$ cat src/common/pslv_pkg.sv
// constants, register map and phase encoding of the parallel slave port
// assumes a single 50 MHz clock and an APB master with 12-bit byte addresses
package pslv_pkg;

  // ----------------------------------------------------------------
  // register indices (byte address is four times the index)
  // ----------------------------------------------------------------
  localparam logic [9:0] IDX_PORT_D_LATCH     = 10'h008;
  localparam logic [9:0] IDX_PORT_E_LATCH     = 10'h009;
  localparam logic [9:0] IDX_IRQ_FLAGS        = 10'h00C;
  localparam logic [9:0] IDX_PORT_D_DIRECTION = 10'h088;
  localparam logic [9:0] IDX_CTRL_STATUS      = 10'h089;
  localparam logic [9:0] IDX_IRQ_ENABLES      = 10'h08C;
  localparam logic [9:0] IDX_ANALOG_CFG       = 10'h09F;
  localparam logic [9:0] IDX_BIT_OP           = 10'h0A0;

  // ----------------------------------------------------------------
  // field positions
  // ----------------------------------------------------------------
  localparam int CTRL_INPUT_FULL  = 7;
  localparam int CTRL_OUTPUT_FULL = 6;
  localparam int CTRL_OVERFLOW    = 5;
  localparam int CTRL_MODE_SEL    = 4;
  localparam int IRQ_SLAVE_PORT   = 7;
  localparam int BIT_OP_SET       = 8;
  localparam int BIT_OP_PORT_E    = 9;
  localparam int STRB_RD          = 0;
  localparam int STRB_WR          = 1;
  localparam int STRB_CS          = 2;

  // ----------------------------------------------------------------
  // reset values and decode constants
  // ----------------------------------------------------------------
  localparam logic [2:0] RST_E_DIRECTION  = 3'h7;
  localparam logic [7:0] RST_D_DIRECTION  = 8'hFF;
  localparam logic [7:0] RST_IRQ_FLAGS    = 8'h00;
  localparam logic [7:0] RST_IRQ_ENABLES  = 8'h00;
  localparam logic [2:0] RST_ANALOG_CFG   = 3'h0;
  localparam logic [2:0] PCFG_ALL_DIGITAL = 3'h7;

  // ----------------------------------------------------------------
  // instruction-cycle phases
  // ----------------------------------------------------------------
  typedef enum logic [3:0] {
    PH_Q1 = 4'b0001,
    PH_Q2 = 4'b0010,
    PH_Q3 = 4'b0100,
    PH_Q4 = 4'b1000
  } pslv_phase_type;

endpackage

$ cat src/verilog/pslv_top.sv
// parallel slave port on port D with strobes on port E, APB registers
// assumes rd/wr/cs and data pins are asynchronous; the pad ring resolves
// pin levels from the *_oe outputs
//
// Contract
// - mode-select bit 4 of control register turns port D into slave port
// - port E pin 0 read, pin 1 write, pin 2 chip select, all low-active
// - two latches at one address: writes go out, reads return captured byte
// - in slave mode the port D direction register is ignored
// - chip select and write low start a write; data pins are captured
// - write end sets input-full and irq flag at Q4 after next Q2
// - in slave mode input-full clears only on firmware read of port D
// - another write while input-full sets the overflow flag
// - chip select and read low start a read; output-full clears at once
// - read end sets irq flag at Q4 after next Q2
// - output-full stays clear until firmware writes port D
// - outside slave mode full flags held clear; overflow kept
// - irq flag sticky until firmware clears; enable bit masks request
// - outside slave mode reads return pins, writes update the latch
// - bit operations read pins, modify, store result into output latch
// - latch written at end of instruction cycle, pins sampled at start
// - chip select low selects; strobes only count while selected
module pslv_top
  import pslv_pkg::*;
(
  input  wire logic        clk,
  input  wire logic        rst,
  input  wire logic        ce,
  input  wire logic        psel,
  input  wire logic        penable,
  input  wire logic        pwrite,
  input  wire logic [11:0] paddr,
  input  wire logic [31:0] pwdata,
  output logic      [31:0] prdata,
  output logic             pready,
  output logic             pslverr,
  input  wire logic [7:0]  port_d_in,
  output logic      [7:0]  port_d_out,
  output logic      [7:0]  port_d_oe,
  input  wire logic [2:0]  port_e_in,
  output logic      [2:0]  port_e_out,
  output logic      [2:0]  port_e_oe,
  output logic             slave_port_irq_req
);

  // ----------------------------------------------------------------
  // instruction-cycle phase generator
  // ----------------------------------------------------------------
  pslv_phase_type ph_q;
  pslv_phase_type ph_d;

  always_comb begin
    case (ph_q)
      PH_Q1:   ph_d = PH_Q2;
      PH_Q2:   ph_d = PH_Q3;
      PH_Q3:   ph_d = PH_Q4;
      PH_Q4:   ph_d = PH_Q1;
      default: ph_d = PH_Q1;
    endcase
  end

  always_ff @(posedge clk or posedge rst) begin
    if (rst) begin
      ph_q <= PH_Q1;
    end else if (ce) begin
      ph_q <= ph_d;
    end
  end

  wire at_q1 = (ph_q == PH_Q1);
  wire at_q2 = (ph_q == PH_Q2);
  wire at_q3 = (ph_q == PH_Q3);
  wire at_q4 = (ph_q == PH_Q4);

  // ----------------------------------------------------------------
  // pin synchronisers
  // ----------------------------------------------------------------
  logic [2:0] strb_s1_q;
  logic [2:0] strb_s2_q;
  logic [7:0] pd_s1_q;
  logic [7:0] pd_s2_q;

  always_ff @(posedge clk or posedge rst) begin
    if (rst) begin
      strb_s1_q <= 3'h7;
      strb_s2_q <= 3'h7;
      pd_s1_q   <= 8'h00;
      pd_s2_q   <= 8'h00;
    end else if (ce) begin
      strb_s1_q <= port_e_in;
      strb_s2_q <= strb_s1_q;
      pd_s1_q   <= port_d_in;
      pd_s2_q   <= pd_s1_q;
    end
  end

  // ----------------------------------------------------------------
  // configuration registers
  // ----------------------------------------------------------------
  logic       mode_q;
  logic [2:0] e_dir_q;
  logic [7:0] d_dir_q;
  logic [2:0] pcfg_q;
  logic [7:0] irq_en_q;
  logic [7:0] irq_flags_q;
  logic [7:0] port_d_latch_q;
  logic [2:0] port_e_latch_q;
  logic [7:0] in_latch_q;
  logic [7:0] snap_d_q;
  logic [2:0] snap_e_q;
  logic       ibf_q;
  logic       obf_q;
  logic       input_overflow_flag_q;

  // strobes only act once the pins are configured as digital
  wire strobes_digital = (pcfg_q == PCFG_ALL_DIGITAL);
  wire slv_en = mode_q & strobes_digital;
  wire cs_act = slv_en & ~strb_s2_q[STRB_CS];
  wire wr_act = cs_act & ~strb_s2_q[STRB_WR];
  wire rd_act = cs_act & ~strb_s2_q[STRB_RD];

  // ----------------------------------------------------------------
  // external cycle tracking
  // ----------------------------------------------------------------
  logic wr_active_q;
  logic wr_pend_q;
  logic wr_arm_q;
  logic rd_active_q;
  logic rd_pend_q;
  logic rd_arm_q;

  wire wr_end   = wr_active_q & ~wr_act;
  wire rd_start = rd_act & ~rd_active_q;
  wire rd_end   = rd_active_q & ~rd_act;
  wire wr_done  = wr_arm_q & at_q4;
  wire rd_done  = rd_arm_q & at_q4;

  // completion waits for a full Q2 then the Q4 that follows it
  always_ff @(posedge clk or posedge rst) begin
    if (rst) begin
      wr_active_q <= 1'b0;
      wr_pend_q   <= 1'b0;
      wr_arm_q    <= 1'b0;
      rd_active_q <= 1'b0;
      rd_pend_q   <= 1'b0;
      rd_arm_q    <= 1'b0;
    end else if (ce) begin
      wr_active_q <= wr_act;
      rd_active_q <= rd_act;
      wr_pend_q   <= slv_en & (wr_end | (wr_pend_q & ~at_q2));
      wr_arm_q    <= slv_en & ((wr_pend_q & at_q2) | (wr_arm_q & ~at_q4));
      rd_pend_q   <= slv_en & (rd_end | (rd_pend_q & ~at_q2));
      rd_arm_q    <= slv_en & ((rd_pend_q & at_q2) | (rd_arm_q & ~at_q4));
    end
  end

  // ----------------------------------------------------------------
  // APB decode; accesses complete in Q4 so latches move at cycle end
  // ----------------------------------------------------------------
  logic       pready_q;
  logic       pslverr_q;
  logic [31:0] prdata_q;

  wire [9:0] idx     = paddr[11:2];
  wire       acc     = psel & penable & pready_q;
  wire       wr_acc  = acc & pwrite;
  wire       rd_acc  = acc & ~pwrite;
  wire       hit_pd  = (idx == IDX_PORT_D_LATCH);
  wire       hit_pe  = (idx == IDX_PORT_E_LATCH);
  wire       hit_irq = (idx == IDX_IRQ_FLAGS);
  wire       hit_dd  = (idx == IDX_PORT_D_DIRECTION);
  wire       hit_cs  = (idx == IDX_CTRL_STATUS);
  wire       hit_ien = (idx == IDX_IRQ_ENABLES);
  wire       hit_an  = (idx == IDX_ANALOG_CFG);
  wire       hit_bop = (idx == IDX_BIT_OP);
  wire       mapped  = hit_pd | hit_pe | hit_irq | hit_dd | hit_cs |
                       hit_ien | hit_an | hit_bop;
  wire       fw_wr_pd = wr_acc & hit_pd;
  wire       fw_rd_pd = rd_acc & hit_pd;

  // bit set or clear starts from the pin levels, not the latch
  wire       bop_wr   = wr_acc & hit_bop;
  wire       bop_on_e = pwdata[BIT_OP_PORT_E];
  wire [7:0] bop_src  = bop_on_e ? {5'h00, snap_e_q} : snap_d_q;
  wire [7:0] bop_res  = pwdata[BIT_OP_SET] ? (bop_src | pwdata[7:0])
                                           : (bop_src & ~pwdata[7:0]);

  wire [7:0] ctrl_rd = {ibf_q, obf_q, input_overflow_flag_q, mode_q, 1'b0, e_dir_q};
  wire [7:0] pd_rd   = mode_q ? in_latch_q : snap_d_q;
  wire [7:0] rd_mux  =
    hit_pd  ? pd_rd :
    hit_pe  ? {5'h00, snap_e_q} :
    hit_irq ? irq_flags_q :
    hit_dd  ? d_dir_q :
    hit_cs  ? ctrl_rd :
    hit_ien ? irq_en_q :
    hit_an  ? {5'h00, pcfg_q} : 8'h00;

  always_ff @(posedge clk or posedge rst) begin
    if (rst) begin
      pready_q  <= 1'b0;
      pslverr_q <= 1'b0;
      prdata_q  <= 32'h0000_0000;
    end else if (ce) begin
      pready_q  <= psel & penable & ~pready_q & at_q3;
      pslverr_q <= psel & penable & ~pready_q & at_q3 & ~mapped;
      prdata_q  <= (psel & penable & ~pready_q & at_q3 & ~pwrite)
                   ? {24'h00_0000, rd_mux} : 32'h0000_0000;
    end
  end

  // ----------------------------------------------------------------
  // pin snapshot at the start of the instruction cycle
  // ----------------------------------------------------------------
  always_ff @(posedge clk or posedge rst) begin
    if (rst) begin
      snap_d_q <= 8'h00;
      snap_e_q <= 3'h0;
    end else if (ce && at_q1) begin
      snap_d_q <= pd_s2_q;
      snap_e_q <= strb_s2_q;
    end
  end

  // ----------------------------------------------------------------
  // data latches
  // ----------------------------------------------------------------
  always_ff @(posedge clk or posedge rst) begin
    if (rst) begin
      port_d_latch_q <= 8'h00;
      port_e_latch_q <= 3'h0;
      in_latch_q     <= 8'h00;
    end else if (ce) begin
      if (fw_wr_pd) begin
        port_d_latch_q <= pwdata[7:0];
      end else if (bop_wr && !bop_on_e) begin
        port_d_latch_q <= bop_res;
      end
      if (wr_acc && hit_pe) begin
        port_e_latch_q <= pwdata[2:0];
      end else if (bop_wr && bop_on_e) begin
        port_e_latch_q <= bop_res[2:0];
      end
      if (wr_act) begin
        in_latch_q <= pd_s2_q;
      end
    end
  end

  // ----------------------------------------------------------------
  // control, status and interrupt flags; hardware set beats clear
  // ----------------------------------------------------------------
  wire ibf_d  = ~mode_q ? 1'b0 : wr_done ? 1'b1 :
                fw_rd_pd ? 1'b0 : ibf_q;
  wire obf_d  = ~mode_q ? 1'b0 : fw_wr_pd ? 1'b1 :
                rd_start ? 1'b0 : obf_q;
  wire input_overflow_flag_d = (wr_done & ibf_q) ? 1'b1 :
                (wr_acc & hit_cs) ? pwdata[CTRL_OVERFLOW] : input_overflow_flag_q;
  wire [7:0] irq_wr = (wr_acc & hit_irq) ? pwdata[7:0] : irq_flags_q;
  wire       pif_d  = (wr_done | rd_done) ? 1'b1 :
                      irq_wr[IRQ_SLAVE_PORT];

  always_ff @(posedge clk or posedge rst) begin
    if (rst) begin
      mode_q      <= 1'b0;
      e_dir_q     <= RST_E_DIRECTION;
      d_dir_q     <= RST_D_DIRECTION;
      pcfg_q      <= RST_ANALOG_CFG;
      irq_en_q    <= RST_IRQ_ENABLES;
      irq_flags_q <= RST_IRQ_FLAGS;
      ibf_q       <= 1'b0;
      obf_q       <= 1'b0;
      input_overflow_flag_q      <= 1'b0;
    end else if (ce) begin
      ibf_q  <= ibf_d;
      obf_q  <= obf_d;
      input_overflow_flag_q <= input_overflow_flag_d;
      irq_flags_q <= {pif_d, irq_wr[6:0]};
      if (wr_acc && hit_cs) begin
        mode_q  <= pwdata[CTRL_MODE_SEL];
        e_dir_q <= pwdata[2:0];
      end
      if (wr_acc && hit_dd) begin
        d_dir_q <= pwdata[7:0];
      end
      if (wr_acc && hit_an) begin
        pcfg_q <= pwdata[2:0];
      end
      if (wr_acc && hit_ien) begin
        irq_en_q <= pwdata[7:0];
      end
    end
  end

  // ----------------------------------------------------------------
  // pin drivers and interrupt request
  // ----------------------------------------------------------------
  logic [7:0] pd_out_q;
  logic [7:0] pd_oe_q;
  logic [2:0] pe_out_q;
  logic [2:0] pe_oe_q;
  logic       irq_q;

  // direction register is bypassed in slave mode; data pins are driven only while an external read is active
  wire [7:0] pd_oe_d = mode_q ? {8{rd_act}} : ~d_dir_q;
  wire [2:0] pe_oe_d = mode_q ? 3'h0 : ~e_dir_q;

  always_ff @(posedge clk or posedge rst) begin
    if (rst) begin
      pd_out_q <= 8'h00;
      pd_oe_q  <= 8'h00;
      pe_out_q <= 3'h0;
      pe_oe_q  <= 3'h0;
      irq_q    <= 1'b0;
    end else if (ce) begin
      pd_out_q <= port_d_latch_q;
      pd_oe_q  <= pd_oe_d;
      pe_out_q <= port_e_latch_q;
      pe_oe_q  <= pe_oe_d;
      irq_q    <= irq_flags_q[IRQ_SLAVE_PORT] &
                  irq_en_q[IRQ_SLAVE_PORT];
    end
  end

  assign prdata             = prdata_q;
  assign pready             = pready_q;
  assign pslverr            = pslverr_q;
  assign port_d_out         = pd_out_q;
  assign port_d_oe          = pd_oe_q;
  assign port_e_out         = pe_out_q;
  assign port_e_oe          = pe_oe_q;
  assign slave_port_irq_req = irq_q;
endmodule

$ cat config.mk
export PLATFORM = sky130hd
export DESIGN_NAME = pslv_top
export DESIGN_NICKNAME = d
export VERILOG_FILES = /design/src/common/pslv_pkg.sv /design/src/verilog/pslv_top.sv
export SDC_FILE = /design/constraint.sdc
export NUM_CORES = 1
export LEC_CHECK = 0
export ABC_AREA = 1
export BUFFER_PORTS_ARGS = -buffer_cell sky130_fd_sc_hd__buf_4
export CAP_MARGIN = 5
export CORE_UTILIZATION = 56
export DETAILED_ROUTE_END_ITERATION = 12
export GPL_TIMING_DRIVEN = 0
export PLACE_DENSITY_LB_ADDON = 0.12
export REMOVE_ABC_BUFFERS = 1
export SLEW_MARGIN = 20
export SYNTH_ARGS = -nofsm -noshare
export SYNTH_HDL_FRONTEND = slang
export SYNTH_SLANG_ARGS = --single-unit
$ cat constraint.sdc
create_clock -name clk -period 4.6 [get_ports clk]
set_clock_uncertainty 0.2 [all_clocks]
set_input_delay 0.46 -clock clk [delete_from_list [all_inputs] [get_ports clk]]
set_output_delay 0.46 -clock clk [all_outputs]
set_load 0.01 [all_outputs]
== Word level (Yosys, flattened, before mapping) ==
Index checks and enable logic that the tools add are counted.

* Register bits after elaboration: 153
* Input bits: 61
* Output and inout bits: 57
* Word-level logic and storage cells: 164

* Equality and inequality tests: 15
* Multiplexer cells: 28
* Bitwise logic cells: 62
* Reductions and logical operators: 25

{| class="wikitable"
|+ Operators by type and width
! kind !! count
|-
| $mux 8 || 14
|-
| $eq 10x8->1 const B || 5
|-
| $and 1x1->1 || 34
|-
| $eq 10x4->1 const B || 3
|-
| $reduce_and 2->1 || 12
|-
| $not 8->8 || 2
|-
| $mux 3 || 4
|-
| $or 1x1->1 || 12
|-
| $pmux 4 s3 || 1
|-
| $not 1->1 || 11
|-
| $mux 1 || 9
|-
| $and 8x8->8 || 1
|-
| $logic_and 1x1->1 || 8
|-
| $or 8x8->8 || 1
|-
| $reduce_bool 2->1 || 4
|-
| $ne 3x1->1 const B || 2
|-
| $eq 4x1->1 const B || 1
|-
| $eq 4x2->1 const B || 1
|-
| $eq 4x3->1 const B || 1
|-
| $eq 4x4->1 const B || 1
|-
| $eq 3x3->1 const B || 1
|-
| $not 3->3 || 1
|-
| $logic_not 1->1 || 1
|}

== Longest topological paths before layout ==
* Depth in word-level cells: 10
* Mapped depth: 12

== Worst setup path before layout ==
No wires, ideal clock.

* Path type: input to register
* From: input port psel
* To: register irq_flags_q[0]
* Arrival: 1395 ps
* Required time: 4277 ps
* Setup slack: 2882 ps
* Cell stages on the path: 8
* Path buffers: 1
* Cell sequence: nand3_1 > nor2_4 > nand2_1 > inv_2 > nand2_2 > buf_4 > nand2_1 > o21ai_2

* Longest elaborated chain between the ends: 5

{| class="wikitable"
|+ Ends and longest elaborated chain
! element !! RTL line !! text
|-
| from (decl) || pslv_top.sv:29 || <nowiki>input wire logic psel,</nowiki>
|-
| $and 1x1->1 (2 in a row) || pslv_top.sv:165 || <nowiki>wire acc = psel & penable & pready_q;</nowiki>
|-
| $and 1x1->1 || pslv_top.sv:166 || <nowiki>wire wr_acc = acc & pwrite;</nowiki>
|-
| $and 1x1->1 || pslv_top.sv:259 || <nowiki>wire [7:0] irq_wr = (wr_acc & hit_irq) ? pwdata[7:0] : irq_flags_q;</nowiki>
|-
| $reduce_and 2->1 (no source line) || n/a ||
|-
| to (signal assigned) || pslv_top.sv:278 || <nowiki>irq_flags_q <= {pif_d, irq_wr[6:0]};</nowiki>
|-
| to (decl) || pslv_top.sv:105 || <nowiki>logic [7:0] irq_flags_q;</nowiki>
|}

No other way between the ends.
A chain may end at the register's enable or synchronous reset.

== Worst setup path in the final report ==
* From: register mode_q
* To: register pd_oe_q[4], in the netlist port_d_oe[4]

* Longest elaborated chain between the ends: 4

{| class="wikitable"
|+ Ends and longest elaborated chain
! element !! RTL line !! text
|-
| from (decl) || pslv_top.sv:100 || <nowiki>logic mode_q;</nowiki>
|-
| from (signal assigned) || pslv_top.sv:280 || <nowiki>mode_q <= pwdata[CTRL_MODE_SEL];</nowiki>
|-
| $and 1x1->1 || pslv_top.sv:117 || <nowiki>wire slv_en = mode_q & strobes_digital;</nowiki>
|-
| $and 1x1->1 || pslv_top.sv:118 || <nowiki>wire cs_act = slv_en & ~strb_s2_q[STRB_CS];</nowiki>
|-
| $and 1x1->1 || pslv_top.sv:120 || <nowiki>wire rd_act = cs_act & ~strb_s2_q[STRB_RD];</nowiki>
|-
| $mux 8 (*) || pslv_top.sv:305 || <nowiki>wire [7:0] pd_oe_d = mode_q ? {8{rd_act}} : ~d_dir_q;</nowiki>
|-
| to (signal assigned) || pslv_top.sv:317 || <nowiki>pd_oe_q <= pd_oe_d;</nowiki>
|-
| to (decl) || pslv_top.sv:299 || <nowiki>logic [7:0] pd_oe_q;</nowiki>
|}

Every way passes the cells marked *; elsewhere a longest branch is shown, timed or not.

==> results.md <==
* Status: finished clean
* Top post-synthesis cells by area: dfrtp_1, nand2_1, dfstp_2, o21ai_0, buf_4
* Most Frequent Cell on Critical Path: nor2_1
* Core Region at between 0.01 and 0.015 sq mm
* Synth-to-Final Area Change at 18.9%
* Cts bufs inserted at 17
* Crit path largest cell delay at just over 0.6 ns
* DP Worst Slack at roughly 1.9 ns
* Post-Route Setup TNS at 0 ns
* CTS tree: built
* Post-DP HPWL at ~10000 microns
* Detailed Route WL at around 15000 microns
* Max VDD drop at around 270 uV
* First-pass GRT wire length at 23900 microns
* Max-Cap Viols at 0
* Port Buffers at 69
* Req. time, crit path at between 4 and 5 ns
* First-iteration detailed-routing DRC count at 474
* Async SR Flop Fraction at 1.00
* Max clock buf depth at 2
* Synth Instances at 750
* Max Clock Freq at 0.444 GHz
* Grt total ovfl at 0
* GP Congestion at 0.855
* FF-to-FF Start: mode_q$_DFFE_PP0P_
* Via count at around 5.2k
* DRT antenna net count at 0
* Top cell family by delay on the critical path: simple AND/OR/NAND/NOR gates
* Cell taking the most area after synthesis: dfrtp_1
* Worst-margin pin slew at between 0.9 and 1 ns
* Fillers at slightly below 900
* Final Max Tran Viols at 0
* Antenna violations before repair at 0
* Antenna diode count at 0
* Largest net degree at the start of global routing at 84
* First-pass detailed-route iteration total at 5
* Most frequent cells in the layout: nand2_1, dfrtp_1, o21ai_0
* Residual DRC at 0
* Synthesized area at 0.00626 sq mm
* Share of post-route cells with drive strength above 1 at 0.194
* Final min period at around 2.3 ns
* Post-Layout Inst Area at about 0.0074 sq mm
* Finish-stage setup viols at 0
* Most used flip-flop cell after synthesis: dfrtp_1
* Die Area at 0.0116 sq mm
* Vias in the first global route at between 4k and 5k
* Critical Path AT at 2.47 ns
* Via density at approximately 5.3
* Power Dens Cells at between 300 and 400 mW/mm^2
* Die Height at between 100 and 150 microns
* Synth Area per Inst at between 8 and 9 sq um
* Total Routing Usage GR at 0.276
* Seq cells post-synth at roughly 130
* Commonest non-fill, non-tap cell in the layout: nand2_1
* Setup slack after layout at about 2.3 ns
* Headroom to the max-slew limit at 0.388
* Startpoint types: flop
* Yosys warnings at 0
* Slowest CP cell: dfrtp_1
* RSZ-0062 raised after global routing: false
* Final Total Pwr at roughly 2.9 mW
* Die Wd at about 110 microns
* Crit-path max FO at 11
* Worst setup startpoint: mode_q$_DFFE_PP0P_
* Start point of the worst min-delay path: pwrite
* EDFF count, synth at 0
* Placed cell area at 0.00676 sq mm
* Pleak at around 3.7 nW
* CTS sink count at about 130
* Clk_lat worst skew at 0.52 ns
* Initial Util at 0.577
* HP Class: in2reg
* Top cell type's share of synthesized area at 0.444
* Synth cell types at ~40
* Cells along the critical path: nand4_1 > nor2_1 > nand2_1 > nor2_1 > clkinv_1 > o211ai_1
* Layout net count at just under 900
* Setup crit end kind: flop
* DR WL/cell at ~15 microns
* Final period util at 0.489
* Final hold viol count at 0
* Htree depth at 4
* Path type of the worst setup path: reg2reg
* Root buffer selected by CTS: clkbuf_8
* Sequential area share after synthesis at 0.519
* Fin util at 0.687
* Clock slew seen by the registers of the worst setup and hold paths at ~0.060 ns
* IO Count at between 100 and 150
* # rows at 38
* WP buf/inv at 1
## synth_stat cells, drive strengths merged, types with 4 or more instances
| cell type | count |
|---|---|
| clkbuf | 11 |
| nand2 | 300 |
| o21ai | 90 |
| o211ai | 9 |
| dfrtp | 111 |
| nor2 | 31 |
| buf | 37 |
| dfstp | 18 |
| inv | 58 |
| nand3 | 24 |
| a21oi | 16 |
| nand4 | 15 |
| nor3 | 7 |
| a31oi | 4 |
## state kept, by name, summed over array words and instances (netlist names), 3 cells and up
signal	count
d_dir_q	8
e_dir_q	3
in_latch_q	8
irq_en_q	8
irq_flags_q	8
pcfg_q	3
pd_s1_q	8
pd_s2_q	8
ph_q	4
port_d_latch_q	8
port_d_oe	8
port_d_out	8
port_e_latch_q	3
port_e_oe	3
port_e_out	3
prdata	8
snap_d_q	8
snap_e_q	3
strb_s1_q	3
strb_s2_q	3
## final cells by class
class                           instances  area [sq um]  area share
Clock buffer                           27           482      0.0647
Tap cell                              140           175      0.0235
Timing Repair Buffer                   82           666      0.0894
Inverter                               61           236      0.0318
Sequential cell                       129          3250       0.437
Multi-Input combinational cell        535          2550       0.343
Clock inverter                          5          78.8      0.0106
## worst paths after layout
path	cells past startpoint	to	slack, ns
worst max-delay path	6	port_d_oe[4]$_DFFE_PP0P_	2.35
worst min-delay path	3	ibf_q$_DFFE_PP0P_	0.07
worst max register to register	6	port_d_oe[4]$_DFFE_PP0P_	2.35
worst min register to register	2	strb_s1_q[0]$_DFFE_PP1P_	0.26
max in group asynchronous	4	ph_q[0]$_DFFE_PP1P_	3.11
min in group asynchronous	3	pd_s2_q[5]$_DFFE_PP0P_	0.31
## per-stage QoR
step,hold WS (ns),instances
6_report,0.0654,979
5_1_grt,0.0682,979
4_1_cts,0.0465,979
3_5_place_dp,0.256,935
3_3_place_gp,0.251,934
2_1_floorplan,0.242,725
## per-layer routing
layer,wire (microns),global-route usage,part of all wire,vias to the layer above
met1,6520,0.357,0.44,2478
li1,-,-,-,2527
met2,7130,0.449,0.48,169
met4,273,0.110,0.018,0
met5,0,0,0,-
met3,838,0.0642,0.057,21
## cells by family after synthesis
family	share of synthesized area
AOI/OAI and AO/OA	0.121
and+or+nand+nor	0.273
other	0.000599
buffers and inverters	0.0864
DFF	0.519
## power breakdown
group,internal (mW),switching (mW)
logic,0.122,0.223
registers,1.24,0.0722
clock network,0.814,0.466
total,2.17,0.762
## worst register-to-register path, cell delays in order, from the launching register on
cell	delay (ns)
dfrtp_1	0.61
nand4_1	0.26
nor2_1	0.22
nand2_1	0.10
nor2_1	0.17
clkinv_1	0.35
o211ai_1	0.23
## repair_timing
action | CTS | global route
hold buffers | 12 | 0
resized for setup | 0 | 0
buffers inserted | 0 | 0
endpoints found under the hold margin | 54 | 0
Note: power is estimated with default switching activity, not from simulation.
